$ cat src/common/lct_pkg.sv
// Package: register map, field positions and timing constants of the cycle timer
package lct_pkg;
    // Register offsets
    localparam logic [7:0] REG_FUNCTION_ENABLES = 8'h80;
    localparam logic [7:0] REG_INTEGRATION_LENGTH = 8'h81;
    localparam logic [7:0] REG_IDLE_LENGTH = 8'h83;
    localparam logic [7:0] REG_CONFIG0 = 8'h8d;
    // Reset values
    localparam logic [7:0] RST_FUNCTION_ENABLES = 8'h00;
    localparam logic [7:0] RST_INTEGRATION_LENGTH = 8'h00;
    localparam logic [7:0] RST_IDLE_LENGTH = 8'h00;
    localparam logic [7:0] RST_CONFIG0 = 8'h80;
    // Field positions
    localparam int BIT_OSC_ON = 0;
    localparam int BIT_MEAS_EN = 1;
    localparam int BIT_IDLE_EN = 3;
    localparam int BIT_STRETCH = 2;
    // Writable bit masks; other bits are reserved and kept as written
    localparam logic [7:0] MASK_ALL = 8'hff;
    // Timing: tick period in picoseconds and clock period in picoseconds
    localparam longint TICK_PS = 64'd2780000000;
    localparam longint CLK_PS = 64'd5000;
    localparam longint TICK_CYC = TICK_PS / CLK_PS;
    // Stretch factor for the idle tick
    localparam int STRETCH_MUL = 12;
    // Auto-zero duration in ticks (one tick)
    localparam logic [7:0] ZERO_TICKS = 8'h00;
    // Saturation: result grows by this step per tick, full scale cap
    localparam logic [16:0] RESULT_STEP = 17'h00400;
    localparam logic [16:0] RESULT_CAP = 17'h0ffff;
    localparam logic [7:0] TERM_COUNT = 8'h00;
    // Cycle states, Gray coded along off, zero, integrate, idle
    typedef enum logic [1:0]
    {
        ST_OFF = 2'b00,
        ST_ZERO = 2'b01,
        ST_INTEG = 2'b11,
        ST_IDLE = 2'b10
    } lct_state_t;
endpackage

$ cat src/common/lct_tick_if.sv
// Interface: tick pacing between the cycle core and its divider
`timescale 1ns/1ps
interface lct_tick_if;
    logic run;     // Measurement on, with the oscillator bit also set
    logic tick;    // Base tick pulse
    logic stretch; // Stretch mode select
    logic idleTick; // Idle tick pulse, stretched or not
    modport core (output run, output stretch, input tick, input idleTick);
    modport div (input run, input stretch, output tick, output idleTick);
endinterface

$ cat src/verilog/lct_tick_div.sv
// Tick divider: base tick and stretched idle tick from the system clock
`timescale 1ns/1ps
module lct_tick_div
    import lct_pkg::*;
#(
    parameter longint TICK_CYCLES = TICK_CYC
)
(
    input wire logic mclk,
    input wire logic sys_rst,
    lct_tick_if.div tk
);
    // Counter width covers the default tick with margin
    localparam int CW = 32;
    initial
    begin
        if (TICK_CYCLES < 2 || TICK_CYCLES >= 64'h100000000)
            $error("lct_tick_div: TICK_CYCLES out of range");
    end
    localparam logic [CW-1:0] LAST = CW'(TICK_CYCLES - 1);
    localparam logic [3:0] MUL_LAST = 4'(STRETCH_MUL - 1);

    logic [CW-1:0] cnt_ff; // Cycles within a tick
    logic [3:0] mul_ff;    // Ticks within a stretched tick
    logic tick_ff;
    logic idle_ff;
    wire wrap = (cnt_ff == LAST);
    wire mulWrap = (mul_ff == MUL_LAST);

    // Measurement off, or a stopped oscillator, holds the divider at zero so a new run is aligned
    always_ff @(posedge mclk)
    begin
        if (sys_rst || !tk.run)
        begin
            cnt_ff <= '0;
            mul_ff <= '0;
            tick_ff <= 1'b0;
            idle_ff <= 1'b0;
        end
        else
        begin
            cnt_ff <= wrap ? '0 : cnt_ff + 1'b1;
            tick_ff <= wrap;
            // Stretch phase restarts with each wait so every wait tick is whole
            if (!tk.stretch)
                mul_ff <= '0;
            else if (wrap)
                mul_ff <= mulWrap ? '0 : mul_ff + 1'b1;
            idle_ff <= wrap && (!tk.stretch || mulWrap);
        end
    end
    assign tk.tick = tick_ff;
    assign tk.idleTick = idle_ff;
endmodule

$ cat src/verilog/light_cycle_timing_control.sv
// Measurement-cycle control: enables, integration and idle down counters
`timescale 1ns/1ps
// Summary of operation
// Enable bit 0 runs the oscillator
// Enable bit 1 turns measurement on
// Measurement needs oscillator bit set too
// Both bits set together run auto-zero first
// Host programs fields before measurement enable
// Enable bit 3 inserts idle interval
// Integration length is 8-bit field
// Timers advance on 2.78 ms tick
// Integration down counter ends at zero
// Integration lasts field plus one ticks
// Idle down counter ends at zero
// Idle lasts field plus one ticks
// Stretch bit makes idle tick twelvefold
// Result saturates, cap grows per tick
module light_cycle_timing_control
    import lct_pkg::*;
#(
    parameter longint TICK_CYCLES = TICK_CYC
)
(
    input wire logic mclk,
    input wire logic sys_rst,
    input wire logic regWrEn,
    input wire logic regRdEn,
    input wire logic [7:0] regAddr,
    input wire logic [7:0] regWrData,
    output logic [7:0] regRdData,
    input wire logic [16:0] rawResult,
    output logic oscRun,
    output logic integrating,
    output logic zeroing,
    output logic idling,
    output logic integDone,
    output logic [15:0] result
);
    import lct_pkg::*;

    // Register state
    logic [7:0] enables_ff;   // Function enables
    logic [7:0] integLen_ff;  // Integration length
    logic [7:0] idleLen_ff;   // Idle length
    logic [7:0] config0_ff;   // Holds the stretch bit
    logic [7:0] rdData_ff;
    // Cycle state
    lct_state_t state_ff;
    lct_state_t nxt_state;
    logic [7:0] count_ff;
    logic [7:0] nxt_count;
    logic [8:0] ticks_ff;     // Ticks spent integrating, for the cap
    logic zeroPending_ff;     // Auto-zero owed before first measurement
    logic done_ff;
    logic [15:0] result_ff;
    // State flags kept as flops so the outputs carry no decode glitches
    logic stInteg_ff;
    logic stZero_ff;
    logic stIdle_ff;

    // Tick divider
    lct_tick_if tk ();
    lct_tick_div #(.TICK_CYCLES(TICK_CYCLES)) uDiv
    (
        .mclk(mclk),
        .sys_rst(sys_rst),
        .tk(tk)
    );

    // Decodes
    wire wrEnables = regWrEn && (regAddr == REG_FUNCTION_ENABLES);
    wire wrIntegLen = regWrEn && (regAddr == REG_INTEGRATION_LENGTH);
    wire wrIdleLen = regWrEn && (regAddr == REG_IDLE_LENGTH);
    wire wrConfig0 = regWrEn && (regAddr == REG_CONFIG0);
    wire oscOn = enables_ff[BIT_OSC_ON];
    // Measurement only counts with the oscillator also on
    wire measOn = enables_ff[BIT_MEAS_EN] && oscOn;
    wire idleOn = enables_ff[BIT_IDLE_EN];
    // Both bits rising in one write owes an auto-zero pass
    // A write that finds either bit already set does not count as both rising
    wire bothRise = wrEnables && regWrData[BIT_OSC_ON]
        && regWrData[BIT_MEAS_EN] && !oscOn
        && !enables_ff[BIT_MEAS_EN];
    wire atTerm = (count_ff == TERM_COUNT);
    wire integEnd = (state_ff == ST_INTEG) && tk.tick && atTerm;
    // Cap is 1024 per tick less one, up to full scale; the count includes
    // the terminating tick, and the wide sum keeps long runs from wrapping
    wire [8:0] ticksEnd = ticks_ff + 9'h001;
    wire [18:0] capWide = {ticksEnd, 10'h000} - 19'h00001;
    wire [16:0] capEnd = (capWide > {2'b00, RESULT_CAP}) ? RESULT_CAP
        : capWide[16:0];
    wire [16:0] limitedEnd = (rawResult > capEnd) ? capEnd : rawResult;

    // Divider is paced only while a cycle is wanted, so every integration not begun by
    // clearing the idle enable starts on a tick boundary; this needs the oscillator bit as well
    assign tk.run = measOn;
    // Stretch only counts inside a wait, so the prescale starts aligned
    assign tk.stretch = config0_ff[BIT_STRETCH]
        && (state_ff == ST_IDLE);

    // Read multiplexer; unmapped addresses read zero
    wire [7:0] rdMux =
        (regAddr == REG_FUNCTION_ENABLES) ? enables_ff :
        (regAddr == REG_INTEGRATION_LENGTH) ? integLen_ff :
        (regAddr == REG_IDLE_LENGTH) ? idleLen_ff :
        (regAddr == REG_CONFIG0) ? config0_ff : 8'h00;

    // Register writes; host is expected to set fields before enabling
    always_ff @(posedge mclk)
    begin
        if (sys_rst)
        begin
            enables_ff <= RST_FUNCTION_ENABLES;
            integLen_ff <= RST_INTEGRATION_LENGTH;
            idleLen_ff <= RST_IDLE_LENGTH;
            config0_ff <= RST_CONFIG0;
            rdData_ff <= 8'h00;
        end
        else
        begin
            if (wrEnables)
                enables_ff <= regWrData & MASK_ALL;
            if (wrIntegLen)
                integLen_ff <= regWrData;
            if (wrIdleLen)
                idleLen_ff <= regWrData;
            if (wrConfig0)
                config0_ff <= regWrData;
            if (regRdEn)
                rdData_ff <= rdMux;
        end
    end

    // Next-state logic of the measurement cycle
    always_comb
    begin
        nxt_state = state_ff;
        nxt_count = count_ff;
        case (state_ff)
            ST_OFF:
            begin
                if (measOn)
                begin
                    nxt_state = zeroPending_ff ? ST_ZERO : ST_INTEG;
                    nxt_count = zeroPending_ff ? ZERO_TICKS : integLen_ff;
                end
            end
            ST_ZERO:
            begin
                if (tk.tick)
                begin
                    nxt_state = ST_INTEG;
                    nxt_count = integLen_ff;
                end
            end
            ST_INTEG:
            begin
                if (tk.tick)
                begin
                    if (atTerm && idleOn)
                    begin
                        nxt_state = ST_IDLE;
                        nxt_count = idleLen_ff;
                    end
                    else if (atTerm)
                        nxt_count = integLen_ff;
                    else
                        nxt_count = count_ff - 8'h01;
                end
            end
            ST_IDLE:
            begin
                // Clearing the idle enable ends the wait at once
                if (!idleOn)
                begin
                    nxt_state = ST_INTEG;
                    nxt_count = integLen_ff;
                end
                else if (tk.idleTick)
                begin
                    if (atTerm)
                    begin
                        nxt_state = ST_INTEG;
                        nxt_count = integLen_ff;
                    end
                    else
                        nxt_count = count_ff - 8'h01;
                end
            end
            default:
            begin
                nxt_state = ST_OFF;
                nxt_count = TERM_COUNT;
            end
        endcase
        // Dropping either enable abandons the cycle at once
        if (!measOn)
        begin
            nxt_state = ST_OFF;
            nxt_count = TERM_COUNT;
        end
    end

    // Cycle registers
    always_ff @(posedge mclk)
    begin
        if (sys_rst)
        begin
            state_ff <= ST_OFF;
            count_ff <= TERM_COUNT;
            ticks_ff <= 9'h000;
            zeroPending_ff <= 1'b0;
            done_ff <= 1'b0;
            result_ff <= 16'h0000;
            stInteg_ff <= 1'b0;
            stZero_ff <= 1'b0;
            stIdle_ff <= 1'b0;
        end
        else
        begin
            state_ff <= nxt_state;
            count_ff <= nxt_count;
            done_ff <= integEnd;
            stInteg_ff <= (nxt_state == ST_INTEG);
            stZero_ff <= (nxt_state == ST_ZERO);
            stIdle_ff <= (nxt_state == ST_IDLE);
            // Set wins: a fresh request survives the zero pass finishing
            if (bothRise)
                zeroPending_ff <= 1'b1;
            else if (state_ff == ST_ZERO && tk.tick)
                zeroPending_ff <= 1'b0;
            if (state_ff != ST_INTEG)
                ticks_ff <= 9'h000;
            else if (integEnd)
                ticks_ff <= 9'h000;
            else if (tk.tick)
                ticks_ff <= ticks_ff + 9'h001;
            // Result captured as integration ends, including final tick
            if (integEnd)
                result_ff <= 16'(limitedEnd);
        end
    end

    // Outputs straight from flip-flops
    assign regRdData = rdData_ff;
    assign oscRun = enables_ff[BIT_OSC_ON];
    assign integrating = stInteg_ff;
    assign zeroing = stZero_ff;
    assign idling = stIdle_ff;
    assign integDone = done_ff;
    assign result = result_ff;
endmodule
$ cat config.mk
export PLATFORM = sky130hd
export DESIGN_NAME = light_cycle_timing_control
export DESIGN_NICKNAME = d
export VERILOG_FILES = /design/src/common/lct_pkg.sv /design/src/common/lct_tick_if.sv /design/src/verilog/lct_tick_div.sv /design/src/verilog/light_cycle_timing_control.sv
export SDC_FILE = /design/constraint.sdc
export NUM_CORES = 1
export LEC_CHECK = 0
export BUFFER_PORTS_ARGS = -buffer_cell sky130_fd_sc_hd__buf_4
export CORE_ASPECT_RATIO = 0.75
export CORE_MARGIN = 8
export CORE_UTILIZATION = 59
export CTS_CLUSTER_DIAMETER = 120
export CTS_CLUSTER_SIZE = 20
export DETAILED_ROUTE_END_ITERATION = 8
export PLACE_DENSITY = 0.85
export SYNTH_ARGS = -nofsm -noshare
export SYNTH_HDL_FRONTEND = slang
export SYNTH_SLANG_ARGS = --single-unit
$ cat constraint.sdc
create_clock -name mclk -period 5.3 [get_ports mclk]
set_clock_uncertainty 0.1 [all_clocks]
set_input_delay 0.53 -clock mclk [delete_from_list [all_inputs] [get_ports mclk]]
set_output_delay 0.53 -clock mclk [all_outputs]
set_load 0.1 [all_outputs]
# [Word level (Yosys, flattened, before mapping)]
# Index checks and enable logic that the tools add are counted.
[word_totals] reg_bits=118 latchBits=0 ram_bits=0 rom_bits=0 inputBits=37 output_inout_bits=29 word_cells=98 n_memories=0
[op_classes] n_addsub=5 n_mul=0 n_div=0 n_lt_le_gt_ge=2 n_eq_ne=16 shifts=0 n_mux=26 bitwise_logic=2 reduce_logical=29
[op_table] cell="$mux 8" n=11
[op_table] cell="$add 32x1->32 const B" n=1
[op_table] cell="$eq 32x20->1 const B" n=1
[op_table] cell="$eq 8x8->1 const B" n=4
[op_table] cell="$pmux 8 s4" n=1
[op_table] cell="$gt 19x16->1 const B" n=1
[op_table] cell="$sub 19x1->19 const B" n=1
[op_table] cell="$gt 17x17->1" n=1
[op_table] cell="$mux 17" n=1
[op_table] cell="$mux 16" n=1
[op_table] cell="$mux 2" n=8
[op_table] cell="$logic_and 1x1->1" n=15
[op_table] cell="$add 9x1->9 const B" n=1
[op_table] cell="$eq 2x2->1 const B" n=4
[op_table] cell="$logic_not 8->1" n=1
[op_table] cell="$pmux 2 s4" n=1
[op_table] cell="$sub 8x1->8 const B" n=1
[op_table] cell="$reduce_or 2->1" n=3
[op_table] cell="$add 4x1->4 const B" n=1
[op_table] cell="$eq 2x1->1 const B" n=2
[op_table] cell="$eq 4x4->1 const B" n=1
[op_table] cell="$logic_not 1->1" n=4
[op_table] cell="$mux 4" n=1
[op_table] cell="$ne 2x1->1 const B" n=2
[op_table] cell="other kinds (9)" n=12

# [Logic depth before layout (Yosys ltp)]
# Gate-level depths: netlist of the first run.
[depth] word_depth=7 depth_mapped=17 ltp_nobuf=15

# [Hierarchy]
# A second synthesis of the first run with hierarchy kept.
[unflattened] hier_cells=721 area_unflattened_um2=6107.1
[modules_own_cells] mod="light_cycle_timing_control" instances=1 cells_per_inst=511 area_per_inst_um2=4344.2 seq_area_each_um2=1601.5
[modules_own_cells] mod="lct_tick_div" instances=1 cells_per_inst=210 area_per_inst_um2=1762.9 seq_area_each_um2=760.7

# [Least setup slack after synthesis of the first run]
# Ideal clock, no wire load.
[synth_path] kind="reg-to-reg" start="register ticks_ff[0]" end="register result_ff[10], in the netlist result[10]" setup_time_ns=0.119 arrival_time_ns=3.537 required_ns=5.081 setup_slack_ns=1.545 stages_incl_launch_ff=15 n_path_buf=0 period_less_slack_ns=3.755 cell_sequence="dfxtp_1 -> ha_1 -> and2b_2 -> xnor3_1 -> a311o_1 -> nand3_1 -> nor2_1 -> ha_1 -> nand4_1 -> nor3_1 -> a2bb2oi_1 -> nor2b_1 -> a21o_1 -> nand2_1 -> a32o_1"
[synth_via] elab_chain_len=6
[synth_lines] item="from (decl)" line_no="light_cycle_timing_control.sv:52" source="logic [8:0] ticks_ff;"
[synth_lines] item="from (signal assigned)" line_no="light_cycle_timing_control.sv:237" source="ticks_ff <= ticks_ff + 9'h001;"
[synth_lines] item="$add 9x1->9 *" line_no="light_cycle_timing_control.sv:88" source="wire [8:0] ticksEnd = ticks_ff + 9'h001;"
[synth_lines] item="named net ticksEnd[1]" line_no="light_cycle_timing_control.sv:88"
[synth_lines] item="$sub 19x1->19 *" line_no="light_cycle_timing_control.sv:89" source="wire [18:0] capWide = {ticksEnd, 10'h000} - 19'h00001;"
[synth_lines] item="$gt 19x16->1" line_no="light_cycle_timing_control.sv:90" source="wire [16:0] capEnd = (capWide > {2'b00, RESULT_CAP}) ? RESULT_CAP"
[synth_lines] item="$mux 17 *" line_no="light_cycle_timing_control.sv:90"
[synth_lines] item="$gt 17x17->1" line_no="light_cycle_timing_control.sv:92" source="wire [16:0] limitedEnd = (rawResult > capEnd) ? capEnd : rawResult;"
[synth_lines] item="$mux 16 *" line_no="light_cycle_timing_control.sv:92"
[synth_lines] item="to (signal assigned)" line_no="light_cycle_timing_control.sv:240" source="result_ff <= 16'(limitedEnd);"
[synth_lines] item="to (decl)" line_no="light_cycle_timing_control.sv:55" source="logic [15:0] result_ff;"
# Mark *: on every way through the listed nets, which the timed path passes. The rest lies on a longest branch.
# A chain may end at the register's enable or synchronous reset.

# [Worst setup path in the final report of the first run]
[layout_path] start="register ticks_ff[0]" end="register result_ff[14], in the netlist result[14]"
# The elaborated chain is that of the path after synthesis.

==> results of run 1 <==
stage by stage:
stage / instance area [µm²] / setup slack, ps / util
after floorplan: 5880 / 1540 / -
after global placement: 6390 / 1260 / 0.659
after detailed placement: 6390 / 902 / 0.659
after CTS: 6960 / 887 / 0.718
after global routing: 6960 / 488 / 0.718
final: 6960 / 794 / 0.718
how the worst min path moves through the flow:
stage                   startpoint        endpoint  slack, ps
finish                regWrData[7]   config0_ff[7]        260
global route          regWrData[7]   config0_ff[7]        260
CTS                   regWrData[7]   config0_ff[7]        250
detailed placement      result[11]      result[11]        350
global placement        result[11]      result[11]        340
floorplan           uDiv.cnt_ff[0]  uDiv.cnt_ff[0]        330
cells in the final DEF (no fill, tap or decap), types with 6 or more instances in the layout:
| master | netlist | layout |
|---|---|---|
| nand3_1 | 44 | 44 |
| a21oi_1 | 47 | 47 |
| nor2_1 | 119 | 119 |
| buf_4 | 2 | 67 |
| ha_1 | 11 | 11 |
| o211ai_1 | 6 | 6 |
| nand4_1 | 16 | 16 |
| a211oi_1 | 11 | 11 |
| o21ai_0 | 14 | 14 |
| xor2_1 | 23 | 23 |
| nor4_1 | 11 | 11 |
| xnor2_1 | 29 | 29 |
| a311oi_1 | 8 | 8 |
| mux2i_1 | 15 | 15 |
| and2_1 | 7 | 7 |
| a221oi_1 | 7 | 7 |
| nor3_1 | 12 | 12 |
| nand2_1 | 80 | 80 |
| inv_1 | 13 | 13 |
| clkinv_4 | 0 | 6 |
| dfxtp_1 | 118 | 118 |
| clkbuf_16 | 0 | 17 |
| a222oi_1 | 8 | 8 |
cell usage after synthesis (13+ instances only):
library cell / number
a21oi_1: 47
clkbuf_1: 25
dfxtp_1: 118
inv_1: 13
mux2i_1: 15
nand2_1: 80
nand3_1: 44
nand4_1: 16
nor2_1: 119
o21ai_0: 14
xnor2_1: 29
xor2_1: 23
cell families (layout without fill, tap and decap cells):
logic type / Yosys count / after routing / synth area share
fa+ha+maj: 11 / 11 / 0.0234
flops: 118 / 118 / 0.401
other cells: 1 / 1 / 0.000637
buf+inv: 50 / 112 / 0.0359
simple gates: 337 / 337 / 0.274
compound gates: 130 / 130 / 0.149
xor+xnor: 53 / 53 / 0.0812
mux: 19 / 19 / 0.0351
layer usage:
metal | up-vias | track usage | share of wire
met4 | 0 | 0.102 | 0.023
met3 | 49 | 0.0764 | 0.097
met2 | 295 | 0.368 | 0.46
met5 | - | 0 | 0
li1 | 2667 | - | -
met1 | 2650 | 0.277 | 0.42
sequential cells by signal, indices dropped and copies added, names as in the netlist, 2 cells and up:
name,flops
uDiv.mul_ff,4
regRdData,8
state_ff,2
integLen_ff,8
uDiv.cnt_ff,32
ticks_ff,9
config0_ff,8
result,16
idleLen_ff,8
enables_ff,8
count_ff,8
cell type report:
cell class | count | area, µm²
clock buffers | 17 | 425
clock inverters | 15 | 146
fillers | 734 | 2740
inverters | 13 | 48.8
multi-input cells | 551 | 3310
flip-flops and latches | 118 | 2360
well taps | 132 | 165
repair buffers | 67 | 503
critical path: stages (launching register included):
cell and delay [ps]:
dfxtp_1 490, ha_1 330, and2b_2 280, xnor3_1 320
a311o_1 430, nand3_1 240, nor2_1 100, ha_1 330
nand4_1 170, nor3_1 180, a2bb2oi_1 640, nor2b_1 280
a21oi_1 110, o31ai_1 300, o21ai_1 90
power groups by stage:
stage / logic, mW / clock network [mW] / registers [mW]
final: 0.103 / 1.09 / 0.892
after global routing: 0.109 / 1.14 / 0.892
after CTS: 0.102 / 1.10 / 0.892
after detailed placement: 0.101 / 0 / 0.912
after global placement: 0.0980 / 0 / 0.911
after floorplan: 0.0391 / 0 / 0.932
==> impl_metrics.ini, run 1 <==
[synthesis]
synth_edf_count = 0
synth_top_area_cell = dfxtp_1
synthDominantCellAreaShare = 0.401
ys_ff_latch = 118
syn_nets = 767
async_reset_ff_frac = 0
avgSynthCellArea_um2 = 8.18
postSynthCellCount = 719
synthTopCellsByArea = dfxtp_1, nor2_1, nand2_1, xnor2_1, a21oi_1
yosysUniqueCellTypes = 65
netlist_area_mm2 = 0.00588
synth_top_flop_cell = dfxtp_1
yosys_warnings = 0
synth-seq-area-share = 0.401

[drt]
wl_um = 15400
vias_per_cell = 6.20
drt.antenna.violating_nets = 0
vias = 5661
route.detailed.drc = 0
post_drt_wl_per_cell_um = 16.8
drtIter0Drc = 659
drt_first_pass_iters = 6

[clock_network]
clk_path_buf_depth = 2
htreeDepth = 4
numCtsBuffers = 17
cts_tree = built
cts_root_buffer = clkbuf_16
cts.sinks = 118
ctsHoldBuffers = 0
clk_pin_slew_ps = 60
post_cts_resized = 0
clk_latency_ps = 420
cts_setup_buffers = 0

[pwr]
total_power_mw = 2.09
p_int_mw = 1.58
seqPwrFrac = 0.428
switching_share = 0.243
power_frac_clock = 0.523
p_comb_frac = 0.049
p_per_area_mw_per_mm2 = 300
max-vdd-ir-drop_mv = 0.245
leakagePower_nw = 2.40
p_switching_mw = 0.507

[global_route]
antenna_found_initial = 0
grt_pass1_vias = 5256
grt_overflow_total = 0
grt_max_degree = 59
gr-usage-all-layers = 0.229
grt_pass1_wl_um = 25400

[die]
die_x_um = 131
ios = 66
core-area_mm2 = 0.00970
core.rowCount = 31
die_h_um = 102
dieArea_mm2 = 0.0135
initial_utilization = 0.607

[placement]
gp_congestion = 0.925
hpwl_um = 10700
io_buffer_count = 65
dpl.cell_count = 881

[sta]
fmax_ghz = 0.222
slew_headroom = 0.228
setup_viol = 0
timing.final.crit_share = 0.850
holdWs_ps = 255
fin_tns_setup_ps = 0
drv_slew = 0
rsz0062_at_grt = false
finalHoldViolations = 0
worst_slew_pin_slew_ps = 1150
finalCriticalPeriod_ps = 4510

[critical_path]
crit_end = result[14]
r2r-start = ticks_ff[0]
crit_type = reg2reg
regToRegSetupSlack_ps = 790
reg2reg_depth = 14
cp.required_ps = 5500
path_max_fanout = 8
cp-startpoint = ticks_ff[0]
crit_arrival_ps = 4710
critPathLaunchType = flip-flop
worstSetupEndpointType = flip-flop
regToRegEndpoint = result[14]

[cells_and_area]
n_antenna_cell = 0
drive_gt1_frac = 0.142
areaGrowthSynthToFinish_pct = 18.3
fin_nets = 816
fin_cells = 913

[worst_hold_path]
hp-class = in2reg
min_path_cells = 2

[run_status]
outcome = finished, final reports clean

[flow_run]
drv_cap = 0
No activity file was read; power rests on OpenSTA's default activity.
==> inputs of run 2 (changes only) <==
--- a/config.mk
+++ b/config.mk
@@ -6,7 +6,7 @@
 export NUM_CORES = 1
 export LEC_CHECK = 0
 export BUFFER_PORTS_ARGS = -buffer_cell sky130_fd_sc_hd__buf_4
-export CORE_ASPECT_RATIO = 0.75
+export CORE_ASPECT_RATIO = 1.2
 export CORE_MARGIN = 8
 export CORE_UTILIZATION = 59
 export CTS_CLUSTER_DIAMETER = 120
==> run 2 against run 1 <==
Largest power group unchanged. Setup slack improved by 180 ps. Clock-buffer cell count rose by 4. Combinational power barely moved. Via count fell by 2.3%. Sequential power barely moved. Sequential share of layout area fell by 0.49 points. Highest routed layer unchanged. Flip-flop and latch count did not move. Critical path depth did not move.
==> impl_metrics.ini, run 2 (synthesis results as in run 1) <==
[placement]
hpwl_um = 10500
place_ws_ps = 1050
io_buffer_count = 65
gp_congestion = 0.910

[sta]
fin_tns_setup_ps = 0
finalHoldViolations = 0
fmax_ghz = 0.231
timing.final.crit_share = 0.816
worst_slew_pin_slew_ps = 1140
finalCriticalPeriod_ps = 4320
rsz0062_at_grt = false
drv_slew = 0
worst_slack_ps = 976
setup_viol = 0
slew_headroom = 0.243

[critical_path]
reg2reg_depth = 14
regToRegEndpoint = result[14]
r2r-start = ticks_ff[0]
crit_type = reg2reg
regToRegSetupSlack_ps = 980
worstSetupEndpointType = flip-flop
cp.required_ps = 5500
path_max_fanout = 9
critPathLaunchType = flip-flop
crit_arrival_ps = 4530

[cells_and_area]
drive_gt1_frac = 0.140
mostFrequentLayoutCell = nor2_1
n_fill_cell = 723
max_flop_register = uDiv.cnt_ff
n_antenna_cell = 0
final_cell_mix = nor2_1, dfxtp_1, nand2_1, buf_4, a21oi_1
largest_reg_flops = 32
final_util = 0.716
fin_nets = 816
areaGrowthSynthToFinish_pct = 20.0

[die]
initial_utilization = 0.597
core-area_mm2 = 0.00986
die_x_um = 107
core.rowCount = 40
ios = 66
die_h_um = 125
dieArea_mm2 = 0.0134

[clock_network]
htreeDepth = 4
clk_latency_ps = 410
clk_path_buf_depth = 2
cts.sinks = 118
cts_tree = built
cts_setup_buffers = 0
post_cts_resized = 0
ctsHoldBuffers = 0
cts_root_buffer = clkbuf_16
clk_pin_slew_ps = 60
numCtsBuffers = 17

[pwr]
p_per_area_mw_per_mm2 = 327
leakagePower_nw = 2.45
max-vdd-ir-drop_mv = 0.235

[global_route]
antenna_found_initial = 0
gr-usage-all-layers = 0.226
grt_overflow_total = 0
grt_max_degree = 59
grt_pass1_vias = 5318
grt_pass1_wl_um = 25200

[drt]
post_drt_wl_per_cell_um = 17.0
wl_um = 15400
vias_per_cell = 6.10
vias = 5529
route.detailed.drc = 0
drt_first_pass_iters = 5
drtIter0Drc = 393
drt.antenna.violating_nets = 0

[worst_hold_path]
hp-class = in2reg
min_to = config0_ff[7]
min-delay-start = regWrData[7]
min_path_cells = 2

[run_status]
outcome = finished, final reports clean

[flow_run]
drv_cap = 0
==> run 2: cell types whose count changed in the layout (fill, tap and decap cells not counted) <==
cell | previous run | this run
bufinv_16 | 1 | 6
clkinv_4 | 6 | 1
inv_6 | 5 | 1
clkbuf_1 | 0 | 2
clkbuf_8 | 0 | 2
clkinv_2 | 1 | 0
clkinvlp_4 | 2 | 3
==> run 2: worst max path at each step <==
| stage | start | end | depth (start not counted) |
|---|---|---|---|
| 4_1_cts | ticks_ff[0] | result[14] | 14 |
| 6_report | ticks_ff[0] | result[14] | 14 |
| 3_5_place_dp | ticks_ff[0] | result[14] | 14 |
| 5_1_grt | ticks_ff[0] | result[10] | 15 |
| 2_1_floorplan | ticks_ff[0] | result[10] | 14 |
| 3_3_place_gp | ticks_ff[0] | result[11] | 14 |
==> run 2: critical path: stages (launching register included) <==
cell,delay [ps]
dfxtp_1,490
ha_1,340
and2b_2,290
xnor3_1,310
a311o_1,410
nand3_1,230
nor2_1,90
ha_1,300
a211oi_1,70
o21bai_1,200
o21ba_2,180
a21oi_1,620
a21oi_1,250
o31ai_1,250
o21ai_1,90
==> run 2: final cells by class <==
class                           count  area [µm²]  share of cell area
Clock buffer                       21         460              0.0652
Clock inverter                     11         220              0.0312
Inverter                           13        48.8             0.00691
Multi-Input combinational cell    551        3310               0.469
Sequential cell                   118        2360               0.334
Tap cell                          126         158              0.0223
Timing Repair Buffer               67         503              0.0712
==> run 2: routing by layer <==
metal,track usage,vias up,part of all wire
met5,0,-,0
met4,0.0905,0,0.022
met3,0.0545,35,0.052
met2,0.387,209,0.52
met1,0.262,2626,0.41
li1,-,2659,-
==> run 2: power by group <==
group,switching [mW],internal [mW]
sequential,0.00198,0.891
combinational,0.0669,0.0364
clock,0.404,0.909
==> run 2: metrics by stage <==
step	instances	instance area (µm²)	hold WS [ps]	power, mW
6_report	907	7060	260	2.31
5_1_grt	907	7060	264	2.36
4_1_cts	907	7060	249	2.32
3_5_place_dp	875	6380	347	1.01
3_3_place_gp	875	6380	338	1.01
2_1_floorplan	719	5880	330	0.972
==> inputs of run 3 (changes only) <==
--- a/config.mk
+++ b/config.mk
@@ -5,14 +5,15 @@
 export SDC_FILE = /design/constraint.sdc
 export NUM_CORES = 1
 export LEC_CHECK = 0
+export ABC_AREA = 1
 export BUFFER_PORTS_ARGS = -buffer_cell sky130_fd_sc_hd__buf_4
 export CORE_ASPECT_RATIO = 1.2
 export CORE_MARGIN = 8
-export CORE_UTILIZATION = 59
+export CORE_UTILIZATION = 53
 export CTS_CLUSTER_DIAMETER = 120
 export CTS_CLUSTER_SIZE = 20
 export DETAILED_ROUTE_END_ITERATION = 8
-export PLACE_DENSITY = 0.85
+export PLACE_DENSITY = 0.81
 export SYNTH_ARGS = -nofsm -noshare
 export SYNTH_HDL_FRONTEND = slang
 export SYNTH_SLANG_ARGS = --single-unit
==> constraint.sdc (replaced) <==
create_clock -name mclk -period 3.7 [get_ports mclk]
set_clock_uncertainty 0.1 [all_clocks]
set_input_delay 0.37 -clock mclk [delete_from_list [all_inputs] [get_ports mclk]]
set_output_delay 0.37 -clock mclk [all_outputs]
set_load 0.1 [all_outputs]
==> run 3 against run 2 <==
Critical endpoint is now result[10]. Register-to-register slack worse by 760 ps. Clock power increased by 39%. Via count is 4.7% higher. Highest routed layer unchanged. Critical path type unchanged. Total power up 39%.
==> impl_metrics.ini, run 3 <==
[global_route]
grt_pass1_wl_um = 25000
grt_max_degree = 32
grt_overflow_total = 0
grt_pass1_vias = 5486
antenna_found_initial = 0
gr-usage-all-layers = 0.202

[synthesis]
ys_ff_latch = 118
postSynthCellCount = 846
synth_common_cells = nand2_1, inv_1, dfxtp_1
netlist_area_mm2 = 0.00598
synthTopCellsByArea = dfxtp_1, nand2_1, inv_1, a21oi_1, nor2_1
yosys_warnings = 0
synth-seq-area-share = 0.395
synthDominantCellAreaShare = 0.395
synth_top_area_cell = dfxtp_1
synth_edf_count = 0
yosysUniqueCellTypes = 46
yosysMostFrequentCell = nand2_1
syn_nets = 894
async_reset_ff_frac = 0
avgSynthCellArea_um2 = 7.07
synth_top_flop_cell = dfxtp_1

[clock_network]
clk_latency_ps = 420
clk_path_buf_depth = 2
cts_tree = built
cts.sinks = 118
numCtsBuffers = 17
htreeDepth = 4
cts_root_buffer = clkbuf_16
ctsHoldBuffers = 0
clk_pin_slew_ps = 60

[critical_path]
worstSetupEndpointType = flip-flop
crit_family = simple AND/OR/NAND/NOR gates
crit_arrival_ps = 3700
cp_cell_sequence = ha_2 -> nand2_2 -> o21ai_2 -> nand2_4 -> nor3_4 -> nand2_1 -> nand2_1 -> nand2_2 -> nor2_4 -> nand3_2 -> nor3_2 -> ha_1 -> nand2_1 -> nor3_1 -> nand3_1 -> nand2_1 -> o21bai_1 -> nand2_1 -> nand2_4 -> nand2_8 -> nand2_1 -> nand3_1 -> nand2_1
crit_type = reg2reg
cpPeakStageDelay_ps = 380
crit_buf_inv = 0
critPathLaunchType = flip-flop
cp.required_ps = 3910
path_max_fanout = 8
slowest_stage = dfxtp_4
cp_common_cell = nand2_1

[cells_and_area]
n_fill_cell = 938
final_cell_mix = nand2_1, inv_1, dfxtp_1, nor2_1, a21oi_1
largest_reg_flops = 32
n_antenna_cell = 0
fin_nets = 967
final_util = 0.661
mostFrequentLayoutCell = nand2_1
max_flop_register = uDiv.cnt_ff
areaGrowthSynthToFinish_pct = 21.9
fin_cells = 1064
drive_gt1_frac = 0.174
stdcell_area_mm2 = 0.00729

[sta]
holdWs_ps = 104
finalCriticalPeriod_ps = 3490
fin_tns_setup_ps = 0
finalHoldViolations = 0
timing.final.crit_share = 0.943
worst_slew_pin_slew_ps = 724
worst_slack_ps = 212
setup_viol = 0
slew_headroom = 0.513
fmax_ghz = 0.287
drv_slew = 0

[drt]
vias_per_cell = 5.44
route.detailed.drc = 0
drt_first_pass_iters = 5
drtIter0Drc = 367
wl_um = 15100
drt.antenna.violating_nets = 0
vias = 5789
post_drt_wl_per_cell_um = 14.2

[placement]
io_buffer_count = 65
place_ws_ps = 143
dpl.cell_count = 1030
gp_congestion = 0.910
hpwl_um = 10700
place_area_mm2 = 0.00658

[die]
dieArea_mm2 = 0.0150
core.rowCount = 42
core-area_mm2 = 0.0110
die_x_um = 113
ios = 66
die_h_um = 132
initial_utilization = 0.542

[flow_run]
drv_cap = 0

[run_status]
outcome = finished, final reports clean

[pwr]
total_power_mw = 3.20
max-vdd-ir-drop_mv = 0.272
leakagePower_nw = 2.90
p_per_area_mw_per_mm2 = 439

[worst_hold_path]
hp-class = in2reg
-- run 3: changes by cell type in the layout (fill, tap and decap cells not counted), sizes merged, moves of 8 or more --
| cell | before | now |
|---|---|---|
| a21oi | 47 | 76 |
| o211ai | 6 | 14 |
| nand3 | 45 | 37 |
| o21ai | 17 | 63 |
| inv | 14 | 132 |
| nor3 | 13 | 21 |
| mux2i | 16 | 0 |
| a222oi | 8 | 0 |
| xnor2 | 29 | 2 |
| xor2 | 23 | 6 |
| nand2 | 80 | 174 |
| nor2 | 121 | 100 |
-- run 3: kinds of logic (layout without fill, tap and decap cells) --
| group | after synthesis | count (layout) | share of synthesized area |
|---|---|---|---|
| fa+ha+maj | 11 | 11 | 0.0230 |
| other cells | 1 | 1 | 0.000627 |
| xor+xnor | 8 | 8 | 0.0117 |
| simple gates | 361 | 362 | 0.280 |
| flops | 118 | 118 | 0.395 |
| buf+inv | 153 | 238 | 0.0989 |
| compound gates | 194 | 194 | 0.191 |
-- run 3: power by group --
part           leakage [nW]  total (mW)  internal (mW)  switching [mW]
Clock                 0.312        1.82           1.23           0.589
Sequential            0.952        1.27           1.27        0.000500
Combinational          1.63       0.113         0.0471          0.0662
Total                  2.90        3.20           2.55           0.655
-- run 3: final timing paths --
check | start | to | slack (ps) | cells after the start
worst min-delay path | regWrData[7] | config0_ff[7] | 100 | 3
worst min register to register | enables_ff[7] | enables_ff[7] | 350 | 2
worst max-delay path | ticks_ff[1] | result[10] | 210 | 23
worst max register to register | ticks_ff[1] | result[10] | 210 | 23
-- run 3: layout make-up --
type / count / area [µm²] / share of cell area
Timing Repair Buffer: 70 / 526 / 0.0720
Inverter: 136 / 510 / 0.0700
Clock buffer: 20 / 457 / 0.0626
Multi-Input combinational cell: 576 / 3070 / 0.420
Sequential cell: 118 / 2370 / 0.325
Clock inverter: 12 / 200 / 0.0274
Tap cell: 132 / 165 / 0.0226
-- run 3: worst reg2reg max path: stages (launching register included) --
cell,delay (ps)
dfxtp_4,380
ha_2,210
nand2_2,130
o21ai_2,210
nand2_4,100
nor3_4,200
nand2_1,70
nand2_1,70
nand2_2,60
nor2_4,130
nand3_2,130
nor3_2,230
ha_1,290
nand2_1,100
nor3_1,50
nand3_1,120
nand2_1,60
o21bai_1,160
nand2_1,110
nand2_4,120
nand2_8,140
nand2_1,70
nand3_1,90
nand2_1,60
-- run 3: per-layer routing --
metal  wire length, µm  GRT usage
met4               454      0.105
met1              6160      0.217
met5                 0          0
met2              7840      0.362
met3               690     0.0458
-- run 3: timing repair --
item / in CTS / in global routing
setup endpoints to repair: 0 / 16
gates resized for setup: 0 / 9
setup buffers: 0 / 1
